<file path="src/rtl/flash_lock_defs.svh">
`ifndef FLASH_LOCK_DEFS_SVH
`define FLASH_LOCK_DEFS_SVH
// Contract
// - Flash splits into 96 read-while-write pages then 32 no-read-while-write pages.
// - Program counter is 12 bits, top bit 11, addressing 16-bit words.
// - A page holds 32 words selected by program counter bits 4..0.
// - Erase and write take the page number from pointer bits 12..6.
// - Buffer fill word index is pointer bits 5..1; zero for page write.
// - Pointer bits 15..13 are ignored for all flash addressing.
// - Pointer bit 0 is zero for self-program, byte select for loads.
// - Six lock bits, one unprogrammed, zero programmed, all default to one.
// - Only chip erase returns lock bits to one; hresetn also reloads them to one here.
// - Lock byte: 7..6 read one, 5..4 boot, 3..2 application, 1..0 memory.
// - Memory mode 1 puts no restriction on external programming.
// - Memory mode 2 refuses external programming and locks the fuses.
// - Memory mode 3 also refuses external read-back verification.
// - Application pair all ones leaves application accesses unrestricted.
// - Application modes 2 and 3 block self-program writes to application.
// - Application modes 3 and 4 block boot-side loads of application.
// - Application modes 3 and 4 with boot vectors mask interrupts in application.
// - Boot pair all ones leaves boot accesses unrestricted.
// - Boot modes 2 and 3 block self-program writes to boot.
// - Boot modes 3 and 4 block application-side loads of boot.
// - Boot modes 3 and 4 with application vectors mask interrupts in boot.
`define OFS_LOCK        8'h00
`define OFS_CMD         8'h04
`define OFS_CFG         8'h08
`define OFS_STATUS      8'h0c
`define CMD_ERASE_BIT   0
`define CFG_IVSEL_BIT   2
`define LOCK_RESET      6'h3f
`define LOCK_UNUSED     2'h3
`define CFG_RESET       3'h0
`define RWW_PAGES       7'h60
`define BOOT_PAGE_1024  7'h60
`define BOOT_PAGE_512   7'h70
`define BOOT_PAGE_256   7'h78
`define BOOT_PAGE_128   7'h7c
`endif

</file>
<file path="src/rtl/flash_lock_pkg.sv">
package flash_lock_pkg;
   typedef enum logic [1:0] {
      OP_LOAD  = 2'h0,
      OP_FILL  = 2'h1,
      OP_ERASE = 2'h2,
      OP_WRITE = 2'h3
   } core_op_e;
   typedef enum logic [1:0] {
      EXT_PROG   = 2'h0,
      EXT_VERIFY = 2'h1,
      EXT_FUSE   = 2'h2,
      EXT_ERASE  = 2'h3
   } ext_op_e;
   typedef struct packed {
      logic        valid;
      core_op_e    op;
      logic [15:0] ptr;
      logic [11:0] pc;
   } core_req_s;
   typedef struct packed {
      logic        valid;
      logic        allow;
      logic        in_rww;
      logic        byte_hi;
      logic [6:0]  page;
      logic [4:0]  word;
   } core_rsp_s;
   typedef struct packed {
      logic    valid;
      ext_op_e op;
   } ext_req_s;
   typedef struct packed {
      logic valid;
      logic allow;
   } ext_rsp_s;
endpackage : flash_lock_pkg

</file>
<file path="src/rtl/flash_lock_and_page_addressing.sv">
// The AHB-Lite interface to the registers and the placing of the registers are this design's own decisions.
`timescale 1ns/1ps
`include "flash_lock_defs.svh"
module flash_lock_and_page_addressing
   import flash_lock_pkg::*;
(
   input  wire logic        hclk,
   input  wire logic        hresetn,
   input  wire logic        hsel,
   input  wire logic [7:0]  haddr,
   input  wire logic [1:0]  htrans,
   input  wire logic        hwrite,
   input  wire logic [2:0]  hsize,
   input  wire logic [31:0] hwdata,
   input  wire logic        hready,
   output logic [31:0]      hrdata,
   output logic             hreadyout,
   output logic             hresp,
   input  wire core_req_s   core_req,
   output core_rsp_s        core_rsp,
   input  wire ext_req_s    ext_req,
   output ext_rsp_s         ext_rsp,
   output logic             irq_block
);
   logic [5:0]  lock_q;
   logic [5:0]  lock_d;
   logic [2:0]  cfg_q;
   logic [2:0]  cfg_d;
   logic        wr_pend_q;
   logic [7:0]  wr_addr_q;
   core_rsp_s   rsp_d;
   ext_rsp_s    ext_d;
   logic        irq_d;
   logic [31:0] rd_d;

   // Bus decode
   wire        addr_ok   = hsel & htrans[1] & hready;
   wire        rd_take   = addr_ok & ~hwrite;
   wire        wr_take   = addr_ok & hwrite;
   wire        wr_lock   = wr_pend_q & (wr_addr_q == `OFS_LOCK);
   wire        wr_cmd    = wr_pend_q & (wr_addr_q == `OFS_CMD);
   wire        wr_cfg    = wr_pend_q & (wr_addr_q == `OFS_CFG);
   wire        bus_erase = wr_cmd & hwdata[`CMD_ERASE_BIT];
   wire        ext_erase = ext_req.valid & (ext_req.op == EXT_ERASE);
   wire [7:0]  lock_byte = {`LOCK_UNUSED, lock_q};

   // Lock pairs
   wire boot_lock_high   = lock_q[5];
   wire boot_lock_low    = lock_q[4];
   wire app_lock_high    = lock_q[3];
   wire app_lock_low     = lock_q[2];
   wire memory_lock_high = lock_q[1];
   wire memory_lock_low  = lock_q[0];

   // Pointer mapping; top three pointer bits never reach the flash
   wire [6:0] page_number_field = core_req.ptr[12:6];
   wire [4:0] word_in_page_field = core_req.ptr[5:1];
   wire       byte_sel = core_req.ptr[0];
   wire [6:0] pc_page = core_req.pc[11:5];

   // Boot boundary from configured boot size
   wire [6:0] boot_page =
      (cfg_q[1:0] == 2'h0) ? `BOOT_PAGE_1024 :
      (cfg_q[1:0] == 2'h1) ? `BOOT_PAGE_512 :
      (cfg_q[1:0] == 2'h2) ? `BOOT_PAGE_256 : `BOOT_PAGE_128;
   wire tgt_boot = (page_number_field >= boot_page);
   wire pc_boot  = (pc_page >= boot_page);
   wire in_rww   = (page_number_field < `RWW_PAGES);
   wire ivsel    = cfg_q[`CFG_IVSEL_BIT];

   // Self-program write guard per section
   wire app_wr_ok  = app_lock_low;
   wire boot_wr_ok = boot_lock_low;
   wire sect_wr_ok = tgt_boot ? boot_wr_ok : app_wr_ok;

   // Loads across sections; same-section loads are never blocked
   wire app_rd_ok  = ~pc_boot | app_lock_high;
   wire boot_rd_ok = pc_boot | boot_lock_high;
   wire load_ok    = tgt_boot ? boot_rd_ok : app_rd_ok;

   wire spm_ptr_ok = ~byte_sel;
   wire wr_ptr_ok  = spm_ptr_ok & (word_in_page_field == 5'h00);

   logic core_allow;
   always_comb begin
      case (core_req.op)
         OP_LOAD:  core_allow = load_ok;
         OP_FILL:  core_allow = spm_ptr_ok;
         OP_ERASE: core_allow = spm_ptr_ok & sect_wr_ok;
         OP_WRITE: core_allow = wr_ptr_ok & sect_wr_ok;
         default:  core_allow = 1'b0;
      endcase
   end

   // External programming checks
   wire prog_ok   = memory_lock_low;
   wire verify_ok = memory_lock_high | memory_lock_low;
   logic ext_allow;
   always_comb begin
      case (ext_req.op)
         EXT_PROG:   ext_allow = prog_ok;
         EXT_VERIFY: ext_allow = verify_ok;
         EXT_FUSE:   ext_allow = prog_ok;
         EXT_ERASE:  ext_allow = 1'b1;
         default:    ext_allow = 1'b0;
      endcase
   end

   // Interrupts masked when the vectors sit in the other section and the running section is read-locked
   wire irq_app  = ~app_lock_high & ivsel & ~pc_boot;
   wire irq_boot = ~boot_lock_high & ~ivsel & pc_boot;

   always_comb begin
      rsp_d         = core_rsp;
      rsp_d.valid   = core_req.valid;
      if (core_req.valid) begin
         rsp_d.allow   = core_allow;
         rsp_d.in_rww  = in_rww;
         rsp_d.byte_hi = byte_sel;
         rsp_d.page    = page_number_field;
         rsp_d.word    = word_in_page_field;
      end
   end

   always_comb begin
      ext_d.valid = ext_req.valid;
      ext_d.allow = ext_req.valid ? ext_allow : ext_rsp.allow;
   end

   assign irq_d = irq_app | irq_boot;

   // Writes may only program bits; erase wins over a same-cycle program
   always_comb begin
      lock_d = lock_q;
      if (bus_erase | ext_erase) begin
         lock_d = `LOCK_RESET;
      end else if (wr_lock) begin
         lock_d = lock_q & hwdata[5:0];
      end
   end

   assign cfg_d = wr_cfg ? hwdata[2:0] : cfg_q;

   always_comb begin
      case (haddr)
         `OFS_LOCK:   rd_d = {24'h000000, lock_byte};
         `OFS_CFG:    rd_d = {29'h00000000, cfg_q};
         `OFS_STATUS: rd_d = {17'h00000, core_rsp.allow, core_rsp.in_rww,
                              core_rsp.byte_hi, core_rsp.page, core_rsp.word};
         default:     rd_d = 32'h00000000;
      endcase
   end

   always_ff @(posedge hclk or negedge hresetn) begin
      if (!hresetn) begin
         lock_q <= `LOCK_RESET;
         cfg_q  <= `CFG_RESET;
      end else begin
         lock_q <= lock_d;
         cfg_q  <= cfg_d;
      end
   end

   always_ff @(posedge hclk or negedge hresetn) begin
      if (!hresetn) begin
         wr_pend_q <= 1'b0;
         wr_addr_q <= 8'h00;
         hrdata    <= 32'h00000000;
         hreadyout <= 1'b0;
         hresp     <= 1'b0;
      end else begin
         wr_pend_q <= wr_take;
         wr_addr_q <= wr_take ? haddr : wr_addr_q;
         hrdata    <= rd_take ? rd_d : hrdata;
         hreadyout <= 1'b1;
         hresp     <= 1'b0;
      end
   end

   always_ff @(posedge hclk or negedge hresetn) begin
      if (!hresetn) begin
         core_rsp  <= '0;
         ext_rsp   <= '0;
         irq_block <= 1'b0;
      end else begin
         core_rsp  <= rsp_d;
         ext_rsp   <= ext_d;
         irq_block <= irq_d;
      end
   end
endmodule : flash_lock_and_page_addressing

</file>
<file path="config.mk">
export PLATFORM = sky130hd
export DESIGN_NAME = flash_lock_and_page_addressing
export DESIGN_NICKNAME = d
export VERILOG_FILES = /design/src/rtl/flash_lock_pkg.sv /design/src/rtl/flash_lock_and_page_addressing.sv
export VERILOG_INCLUDE_DIRS = /design/src /design/src/rtl
export SDC_FILE = /design/constraint.sdc
export NUM_CORES = 1
export LEC_CHECK = 0
export BUFFER_PORTS_ARGS = -buffer_cell sky130_fd_sc_hd__buf_4
export CAP_MARGIN = 20
export CORE_ASPECT_RATIO = 1.5
export CORE_MARGIN = 1.5
export CORE_UTILIZATION = 30
export CTS_BUF_LIST = sky130_fd_sc_hd__clkbuf_2
export DETAILED_ROUTE_END_ITERATION = 7
export PLACE_DENSITY = 0.6
export SYNTH_ARGS = -nofsm -noshare
export SYNTH_HDL_FRONTEND = slang
export SYNTH_SLANG_ARGS = --single-unit
</file>
<file path="constraint.sdc">
create_clock -name hclk -period 2.6 [get_ports hclk]
set_input_delay 0.65 -clock hclk [delete_from_list [all_inputs] [get_ports hclk]]
set_output_delay 0.65 -clock hclk [all_outputs]
set_load 0.1 [all_outputs]
</file>
### Yosys cells after proc, flatten, opt, wreduce, memory -nomap -nowiden

Cells that the tools add are included.

* order comparisons: 3
* eq/ne operators: 12
* muxes and demuxes: 10
* bitwise logic cells: 28
* reductions and logical operators: 8

Operators with widths (number)
* $pmux W15 S3: 1
* $eq A8 B4 Y1 const B: 3
* $and A1 B1 Y1: 16
* $logic_not A8 Y1: 2
* $ge A7 B7 Y1: 2
* $mux W6: 2
* $eq A2 B2 Y1 const B: 5
* $eq A8 B3 Y1 const B: 1
* $lt A7 B7 Y1 const B: 1
* $and A6 B6 Y6: 1
* $eq A2 B1 Y1 const B: 3
* $logic_not A2 Y1: 3
* $not A1 Y1: 6
* $logic_not A5 Y1: 1
* $mux W5: 1
* $or A1 B1 Y1: 5
* $mux W4: 1
* $pmux W1 S4: 1
* $mux W3: 1
* $pmux W1 S3: 1
* $mux W1: 2
* $reduce_bool A2 Y1: 1
* $reduce_or A2 Y1: 1

* register bits after elaboration: 70
* word-level logic and storage cells: 76

### Longest topological paths before layout

Gate-level depths: netlist of run 1.

* depth after elaboration: 9
* depth in mapped cells: 8
* mapped depth without buffers: 8

### Worst setup path before layout of run 1

No wires, ideal clock.

* kind: input to register
* from: input core_req[7] (netlist name)
* to: register core_rsp[14] (netlist name)
* data arrival time: 2.225 ns
* required time: 2.453 ns
* setup slack: 0.229 ns
* stages on the path: 8
* buffers on the path: 0
* cells stage by stage: inv_1 -> ha_1 -> and4bb_2 -> o41ai_1 -> a21oi_1 -> or3b_2 -> a31oi_1 -> a311oi_1

* word-level cells in the longest chain between the ends: 5
* elaborated cells between the ends (all ways): 6
* classes of those cells: 1 x order compare; 2 x mux; 3 x bitwise

Ends and longest elaborated chain
* start: declaration: line flash_lock_and_page_addressing.sv:19 `input wire core_req_s core_req,`
* $ge A7 B7 Y1 *: line flash_lock_and_page_addressing.sv:67 `wire pc_boot = (pc_page >= boot_page);`
* $not A1 Y1: line flash_lock_and_page_addressing.sv:77 `wire app_rd_ok = ~pc_boot | app_lock_high;`
* $or A1 B1 Y1: line flash_lock_and_page_addressing.sv:77
* $mux W1 *: line flash_lock_and_page_addressing.sv:79 `wire load_ok = tgt_boot ? boot_rd_ok : app_rd_ok;`
* $pmux W1 S4 *: line flash_lock_and_page_addressing.sv:86 `case (core_req.op)`
* end signal: assignment: line flash_lock_and_page_addressing.sv:186 `core_rsp <= rsp_d;`
* end: declaration: line flash_lock_and_page_addressing.sv:20 `output core_rsp_s core_rsp,`

Every way passes the cells marked *; elsewhere a longest branch is shown, timed or not.
A chain may end at the register's enable or synchronous reset.

### Final worst setup path of run 1

* from: register cfg_q[1]
* to: register core_rsp[14] (netlist name)

* word-level cells in the longest chain between the ends: 9
* elaborated cells between the ends (all ways): 16
* classes of those cells: 2 x order compare; 2 x eq/ne; 6 x mux; 5 x bitwise; 1 x reduce/logical

Ends and longest elaborated chain
* start: declaration: line flash_lock_and_page_addressing.sv:27 `logic [2:0] cfg_q;`
* start signal: assignment: line flash_lock_and_page_addressing.sv:157 `` cfg_q <= `CFG_RESET; ``
* start signal: assignment: line flash_lock_and_page_addressing.sv:160 `cfg_q <= cfg_d;`
* $eq A2 B2 Y1: line flash_lock_and_page_addressing.sv:65 `` (cfg_q[1:0] == 2'h2) ? `BOOT_PAGE_256 : `BOOT_PAGE_128; ``
* $mux W3 (no line)
* $mux W4 (no line)
* $mux W5 (no line) *
* $ge A7 B7 Y1: line flash_lock_and_page_addressing.sv:67
* $not A1 Y1: line flash_lock_and_page_addressing.sv:77
* $or A1 B1 Y1: line flash_lock_and_page_addressing.sv:77
* $mux W1: line flash_lock_and_page_addressing.sv:79
* $pmux W1 S4 *: line flash_lock_and_page_addressing.sv:86

Marked as above.

==> results of run 1 <==
## area by class of cell
type                       count  area (µm²)  share of cell area, %
multi-input combinational    160         985                   31.1
clock buffer                   6        30.0                  0.949
clock inverter                 2        33.8                   1.07
inverter                       5        18.8                  0.593
timing repair buffer          84         631                   19.9
tap                          105         131                   4.15
sequential                    53        1330                   42.2
## power groups by stage
| stage | Clock (mW) | Sequential, mW | Combinational [mW] |
|---|---|---|---|
| after global routing | 0.466 | 0.946 | 0.638 |
| after floorplan | 0 | 1.15 | 0.254 |
| after CTS | 0.441 | 0.936 | 0.603 |
| after detailed placement | 0 | 0.951 | 0.602 |
| final | 0.421 | 0.936 | 0.602 |
| after global placement | 0 | 0.949 | 0.596 |
## synth_stat cells (all sizes together), types with 3 or more instances
library cell / count / area [µm²]
nor2b: 3 / 26.3
mux2: 18 / 203
dfstp: 6 / 158
dfrtp: 47 / 1180
a21oi: 4 / 20.0
or4: 3 / 22.5
buf: 20 / 158
a22o: 7 / 67.6
clkbuf: 3 / 11.3
nor2: 9 / 33.8
a22oi: 6 / 45.0
nand2: 45 / 169
or3b: 3 / 26.3
ha: 4 / 50.1
o21ai: 19 / 95.1
inv: 4 / 15.0
a31oi: 5 / 31.3
## registers in the layout, indices dropped and copies added (netlist names)
name / count
hrdata: 15
wr_addr_q: 8
hreadyout: 1
core_rsp: 16
lock_q: 6
ext_rsp: 2
cfg_q: 3
irq_block: 1
wr_pend_q: 1
## routing by layer
layer  GRT usage (%)  routed length [µm]  vias to the layer above
li1                -                   -                      923
met1            15.3                2240                      894
met2            25.0                3090                       61
met3            2.26                 209                        9
met4            6.05                 149                        0
met5               0                   0                        -
## worst paths after layout
kind,from,to
worst min register to register,lock_q[4]$_DFFE_PN1P_,lock_q[4]$_DFFE_PN1P_
max in group asynchronous,hresetn,ext_rsp[1]$_DFF_PN0_
worst min-delay path,hresetn,core_rsp[3]$_DFFE_PN0P_
worst max-delay path,cfg_q[1]$_DFFE_PN0P_,core_rsp[14]$_DFFE_PN0P_
min in group hclk,ext_req[2],ext_rsp[1]$_DFF_PN0_
worst max register to register,cfg_q[1]$_DFFE_PN0P_,core_rsp[14]$_DFFE_PN0P_
## timing repair
action                                  CTS  global route
endpoints found under the setup margin    0             1
setup buffers                             0             0
resized for setup                         0             2
## worst register-to-register path: stages, from the launching register on
cell and delay [ps]:
dfrtp_1 450, and2_1 180, ha_1 280, nor4bb_1 280
o32ai_1 130, a21oi_1 280, or3b_2 480, a31oi_1 180
a311oi_1 60
## cell families (layout without fill, tap and decap cells)
logic type,after synthesis,count (layout),synth area share (%)
multiplexers,18,18,8.34
AND/OR/NAND/NOR,74,74,14.7
adder cells (fa/ha/maj),4,4,2.06
other,2,19,0.309
AO/OA/AOI/OAI,45,45,12.0
buffers and inverters,28,97,7.72
flip-flops,53,53,54.9
## per-stage QoR
| stage | total power, mW | instance area, µm² | utilization [%] | hold WS, ps |
|---|---|---|---|---|
| after floorplan | 1.40 | 2490 | - | 354 |
| after global placement | 1.55 | 3090 | 38.8 | 462 |
| after detailed placement | 1.55 | 3090 | 38.8 | 465 |
| after CTS | 1.98 | 3150 | 39.6 | 170 |
| after global routing | 2.05 | 3160 | 39.7 | 190 |
| final | 1.96 | 3160 | 39.7 | 168 |
==> qor.txt, run 1 <==
WL per Instance = 13.7 µm
Tmin final = 2370 ps
critical path arrival = 2740 ps
n_diodes = 0
setup violators final = 0
Sw Ratio = 38.2%
CP max stage cell = or3b_2
Post-synth ARST share = 100%
largest net degree at the start of global routing = 54
VDD IR max = 0.206 mV
LEAKAGE = 1.53 nW
Worst Setup Path Type = flip-flop to flip-flop
dpl cells = 407
Startpoint Class = flip-flop
layout cells sized above 1 = 41.0%
crit-path leading delay family = simple AND/OR/NAND/NOR gates
RSZ-0062 raised after global routing = no
core area = 7960 µm²
most common cell after layout, fill and taps aside = buf_4
Max stage delay on crit path = 480 ps
drt via density = 4.55
CTS Buf Count = 5
initial core utilization = 30.6%
Syn-to-layout area delta = 30.1%
Slew headroom = 55.2%
Clock Latency Late Sink = 450 ps
DIE AREA = 8660 µm²
antenna violations before repair = 0
vias = 1,887
min-delay worst type = primary input to async pin
Flop pwr share = 47.8%
achievable frequency = 0.422 GHz
CTS H-tree lvls = 2
Residual DRC = 0
Yosys warning count = 0
NetSw = 0.748 mW
dpl hpwl = 4.53 mm
Final WS setup = 228 ps
input/output buffers = 80
crit path cell chain = and2_1, ha_1, nor4bb_1, o32ai_1, a21oi_1, or3b_2, a31oi_1, a311oi_1
Avg Inst Size Synth = 10.9 µm²
CP Data Required Time = 2970 ps
total track usage = 13.6%
fin crit share = 91.2%
nets = 397
Sum Neg Setup Slack = 0 ps
worst path bufs/invs = 0
worst slack, placed = -11.5 ps
EDFF count, synth = 0
Ports = 137
Logic pwr share = 30.7%
DR iter-0 viols = 86
measured slew at the worst slew-check pin = 672 ps
fillers = 810
max-cap violation count = 0
Clock Skew = 22.6 ps
Critical Path Stages = 8
pwr dens = 619 nW/µm²
Clock Path Buffers = 2
first-pass GRT wire length = 9.15 mm
crit end category = flip-flop
drt pass-1 iters = 4
cells after synthesis = 224
post-route ant nets = 0
Rows = 40
CTS tree = built
outcome = finished clean
crit path max fanout = 4
FF+latch count, synth = 53
R2R depth = 8
Internal = 1.21 mW
non-filler cells, final = 415
die width = 76.5 µm
reg-to-reg setup timing slack = 230 ps
clk root buf = clkbuf_2
Post-synth top flop = dfrtp_1
Clk pwr share = 21.5%
Routability Congestion = 0.796
Overflow after GRT = 0
Final Max Tran Viols = 0
commonest non-fill, non-tap cells in the layout = buf_4, dfrtp_1, nand2_1
clk slew on worst S/H paths = 260 ps
number of global-route vias before repair = 1,879
clk sinks = 53
# hold bufs at CTS = 0
WL final = 5.68 mm
Hold Fails Final Rpt = 0
Syn Std Cell Area = 2430 µm²
Seq/Total Area, Yosys = 54.9%
Yosys cell types = 37
Die Height = 113 µm
No activity file was read; power rests on OpenSTA's default activity.
==> run 2, diff against run 1 <==
--- a/config.mk
+++ b/config.mk
@@ -8,12 +8,14 @@
 export LEC_CHECK = 0
 export BUFFER_PORTS_ARGS = -buffer_cell sky130_fd_sc_hd__buf_4
 export CAP_MARGIN = 20
+export CELL_PAD_IN_SITES_DETAIL_PLACEMENT = 2
+export CELL_PAD_IN_SITES_GLOBAL_PLACEMENT = 2
 export CORE_ASPECT_RATIO = 1.5
 export CORE_MARGIN = 1.5
-export CORE_UTILIZATION = 30
+export CORE_UTILIZATION = 26
 export CTS_BUF_LIST = sky130_fd_sc_hd__clkbuf_2
 export DETAILED_ROUTE_END_ITERATION = 7
-export PLACE_DENSITY = 0.6
+export PLACE_DENSITY = 0.84
 export SYNTH_ARGS = -nofsm -noshare
 export SYNTH_HDL_FRONTEND = slang
 export SYNTH_SLANG_ARGS = --single-unit
==> qor.txt, run 2 (synthesis results as in run 1) <==
outcome = finished clean
WL per Instance = 16.3 µm
critical path arrival = 2790 ps
clk sinks = 53
vias = 1,969
VDD IR max = 0.230 mV
drt via density = 4.69
Final Max Tran Viols = 0
pwr dens = 599 nW/µm²
Worst Setup Path Type = flip-flop to flip-flop
worst slack, placed = -189 ps
measured slew at the worst slew-check pin = 681 ps
non-filler cells, final = 420
achievable frequency = 0.409 GHz
commonest non-fill, non-tap cells in the layout = buf_4, dfrtp_1, nand2_1
total power = 1.88 mW
Clock Latency Late Sink = 430 ps
RSZ-0062 raised after global routing = no
DIE AREA = 9950 µm²
CTS Buf Count = 5
most common cell after layout, fill and taps aside = buf_4
drt pass-1 iters = 3
antenna violations before repair = 0
R2R depth = 8
nets = 395
Final WS setup = 154 ps
Tmin final = 2450 ps
biggest regs = core_rsp: 16 flops, hrdata: 15 flops, wr_addr_q: 8 flops
input/output buffers = 80
WHS = 191 ps
min-delay worst type = primary input to async pin
Clock Skew = 6.54 ps
Syn-to-layout area delta = 28.9%
layout cells sized above 1 = 40.9%
n_diodes = 0
Ports = 137
fin crit share = 94.1%
initial core utilization = 26.6%
CTS H-tree lvls = 2
setup violators final = 0
crit path max fanout = 4
first-pass GRT wire length = 10.9 mm
number of global-route vias before repair = 2,182
Sum Neg Setup Slack = 0 ps
clk root buf = clkbuf_2
core area = 9150 µm²
max FFs per register = 16
Die Height = 121 µm
WL final = 6.85 mm
Register Area = 1330 µm²
fillers = 1,028
dpl hpwl = 5.63 mm
dpl cells = 412
DR iter-0 viols = 61
Residual DRC = 0
post-route ant nets = 0
clk slew on worst S/H paths = 260 ps
Hold Fails Final Rpt = 0
LEAKAGE = 1.51 nW
CTS tree = built
Routability Congestion = 0.772
total track usage = 14.7%
multi-input logic area = 985 µm²
Startpoint Class = flip-flop
Clock Path Buffers = 2
CP Data Required Time = 2940 ps
Slew headroom = 54.6%
die width = 82.0 µm
max-cap violation count = 0
Overflow after GRT = 0
postcts setup bufs = 0
Biggest register = core_rsp
largest net degree at the start of global routing = 54
Rows = 43
crit end category = flip-flop
-- run 2: cell count changes in the layout (fill, tap and decap cells not counted) --
cell,delta
bufinv_16,-1
buf_4,-2
clkinv_1,-1
clkinv_2,+2
-- run 2: layer usage --
layer | routed length (µm) | up-vias | GRT usage, %
met5 | 0 | - | 0
met4 | 97 | 0 | 4.24
met3 | 381 | 8 | 3.01
met2 | 3910 | 70 | 28.3
met1 | 2470 | 980 | 15.2
li1 | - | 911 | -
-- run 2: area by class of cell --
class | count | area share, %
inverter | 5 | 0.599
tap | 112 | 4.47
timing repair buffer | 82 | 19.6
multi-input combinational | 160 | 31.4
clock buffer | 6 | 0.958
sequential | 53 | 42.6
clock inverter | 2 | 0.319
-- run 2: repair_timing --
| item | in CTS | in global routing |
|---|---|---|
| hold buffers | 0 | 0 |
| hold endpoints to repair | 0 | 0 |
| endpoints found under the setup margin | 0 | 1 |
| gates resized for setup | 0 | 2 |
-- run 2: where the power goes --
| group | internal, mW | switching (mW) |
|---|---|---|
| combinational | 0.157 | 0.454 |
| clock | 0.0676 | 0.259 |
| sequential | 0.891 | 0.0483 |
| total | 1.11 | 0.762 |
-- run 2: critical path: stages (launching register included) --
cell and delay (ps):
dfrtp_1 460, and2_1 180, ha_1 260, and4bb_2 240, o41ai_2 340, a21oi_2 150, or3b_2 460, a31oi_1 190
a311oi_1 70
-- run 2: path summary, 6_finish.rpt --
| kind | end | startpoint | slack [ps] |
|---|---|---|---|
| max | core_rsp[14]$_DFFE_PN0P_ | cfg_q[1]$_DFFE_PN0P_ | 150 |
| max in group asynchronous | hrdata[3]$_DFFE_PN0P_ | hresetn | 1950 |
| min reg2reg | wr_addr_q[1]$_DFFE_PN0P_ | wr_addr_q[1]$_DFFE_PN0P_ | 510 |
| min in group hclk | ext_rsp[1]$_DFF_PN0_ | ext_req[2] | 320 |
| max reg2reg | core_rsp[14]$_DFFE_PN0P_ | cfg_q[1]$_DFFE_PN0P_ | 150 |
| min | hrdata[10]$_DFFE_PN0P_ | hresetn | 190 |
-- run 2: per-stage QoR --
stage | utilization, % | area, µm²
floorplan | - | 2490
global placement | 33.7 | 3080
detailed placement | 33.7 | 3080
CTS | 34.1 | 3120
global route | 34.3 | 3130
finish | 34.3 | 3130
==> run 3, diff against run 2 <==
--- a/config.mk
+++ b/config.mk
@@ -15,6 +15,7 @@
 export CORE_UTILIZATION = 26
 export CTS_BUF_LIST = sky130_fd_sc_hd__clkbuf_2
 export DETAILED_ROUTE_END_ITERATION = 7
+export HOLD_SLACK_MARGIN = 0.1
 export PLACE_DENSITY = 0.84
 export SYNTH_ARGS = -nofsm -noshare
 export SYNTH_HDL_FRONTEND = slang
==> constraint.sdc (replaced) <==
create_clock -name hclk -period 2.6 [get_ports hclk]
set_input_delay 0.26 -clock hclk [delete_from_list [all_inputs] [get_ports hclk]]
set_output_delay 0.26 -clock hclk [all_outputs]
set_load 0.1 [all_outputs]
==> qor.txt, run 3 (synthesis results as in run 1) <==
drt via density = 4.71
Slew headroom = 54.7%
largest net degree at the start of global routing = 54
Tmin final = 2500 ps
initial core utilization = 26.6%
max FFs per register = 16
Sw Ratio = 38.6%
Flop pwr share = 46.3%
measured slew at the worst slew-check pin = 680 ps
Internal = 1.25 mW
CTS H-tree lvls = 2
pwr dens = 583 nW/µm²
highest metal layer with signal wires = met4
number of global-route vias before repair = 2,372
achievable frequency = 0.400 GHz
Final Max Tran Viols = 0
dpl hpwl = 5.67 mm
crit path cell chain = and2_1, ha_1, and4bb_2, o41ai_1, a21oi_1, or3b_2, a31oi_1, a311oi_1
commonest non-fill, non-tap cells in the layout = buf_4, dfrtp_1, nand2_1
crit end category = flip-flop
Met2 Wirelength = 4.40 mm
Logic pwr share = 32.3%
Routability Congestion = 0.784
CTS Buf Count = 5
Clock Path Buffers = 2
die width = 82.0 µm
Worst Setup Path Type = flip-flop to flip-flop
Startpoint Class = flip-flop
core area = 9150 µm²
DRT met1 WL = 2.65 mm
clk root buf = clkbuf_2
WL per Instance = 16.6 µm
postcts setup bufs = 0
worst path bufs/invs = 0
first-pass GRT wire length = 11.8 mm
setup violators final = 0
most common cell after layout, fill and taps aside = buf_4
Max stage delay on crit path = 480 ps
critical path arrival = 2820 ps
LEAKAGE = 1.65 nW
Sum Neg Setup Slack = 0 ps
CP max stage cell = or3b_2
Rows = 43
Clock Latency Late Sink = 450 ps
antenna violations before repair = 0
fin crit share = 96.1%
n_diodes = 0
Ports = 137
DR iter-0 viols = 37
nets = 428
RSZ-0062 raised after global routing = no
NetSw = 0.784 mW
DIE AREA = 9950 µm²
CTS tree = built
Syn-to-layout area delta = 43.3%
Clock Skew = 41.2 ps
Die Height = 121 µm
drt pass-1 iters = 4
input/output buffers = 80
biggest regs = core_rsp: 16 flops, hrdata: 15 flops, wr_addr_q: 8 flops
Biggest register = core_rsp
Residual DRC = 0
VDD IR max = 0.239 mV
WL met3 = 379 µm
Finished Core Util = 38.1%
total track usage = 15.8%
min-delay worst type = primary input to flip-flop
max-cap violation count = 0
layout cells sized above 1 = 36.7%
crit path max fanout = 4
CP Data Required Time = 2920 ps
clk slew on worst S/H paths = 260 ps
crit-path leading delay family = simple AND/OR/NAND/NOR gates
WL final = 7.50 mm
Clk pwr share = 21.4%
Overflow after GRT = 0
clk sinks = 53
vias = 2,134
Hold Fails Final Rpt = 0
post-route ant nets = 0
outcome = finished clean
total power = 2.03 mW
[run 3: cell count changes in the layout (fill, tap and decap cells not counted)]
cell / before / now
bufinv_16: 0 / 1
o41ai_1: 0 / 1
clkinv_4: 0 / 1
dlygate4sd3_1: 0 / 33
clkinv_2: 2 / 0
o41ai_2: 1 / 0
[run 3: timing repair]
action	in CTS	in global routing
resized for setup	0	1
endpoints found under the setup margin	0	1
hold buffers	33	0
endpoints found under the hold margin	82	0
[run 3: worst min-delay path, delay by kind of cell]
kind	cells	cell delay [ps]
buffers and inverters	1	80
AOI/OAI and AO/OA	2	220
[run 3: stage by stage]
stage                     setup slack (ps)  instances  hold WS [ps]  cell area, µm²
final                                  100        453           154            3480
after global placement                 209        412           336            3080
after floorplan                        373        241         -35.6            2490
after CTS                              101        453           139            3480
after global routing                  51.3        453           149            3480
after detailed placement               161        412           344            3080
[run 3: final timing paths]
path	start	to	slack [ps]	cells past startpoint
setup / recovery	cfg_q[1]$_DFFE_PN0P_	core_rsp[14]$_DFFE_PN0P_	100	8
hold / removal	ext_req[1]	ext_rsp[0]$_DFFE_PN0P_	150	3
setup reg to reg	cfg_q[1]$_DFFE_PN0P_	core_rsp[14]$_DFFE_PN0P_	100	8
hold reg to reg	lock_q[4]$_DFFE_PN1P_	lock_q[4]$_DFFE_PN1P_	520	2
max in group asynchronous	hresetn	hrdata[3]$_DFFE_PN0P_	1770	2
min in group asynchronous	hresetn	core_rsp[2]$_DFFE_PN0P_	340	2
[run 3: routing by layer]
layer	vias up	GRT usage, %
li1	976	-
met1	1079	15.7
met2	73	32.0
met3	6	2.86
met4	0	3.81
met5	-	0
[run 3: area by class of cell]
type	count	area, µm²
timing repair buffer	115	946
sequential	53	1330
clock buffer	6	30.0
multi-input combinational	160	977
fill	1009	5660
inverter	5	18.8
clock inverter	2	38.8
tap	112	140
[run 3: power groups by stage]
stage / clock (mW) / sequential (mW) / combinational [mW]
2_1_floorplan: 0 / 1.15 / 0.254
3_3_place_gp: 0 / 0.949 / 0.599
3_5_place_dp: 0 / 0.955 / 0.616
4_1_cts: 0.453 / 0.942 / 0.660
5_1_grt: 0.471 / 0.953 / 0.693
6_report: 0.436 / 0.941 / 0.655
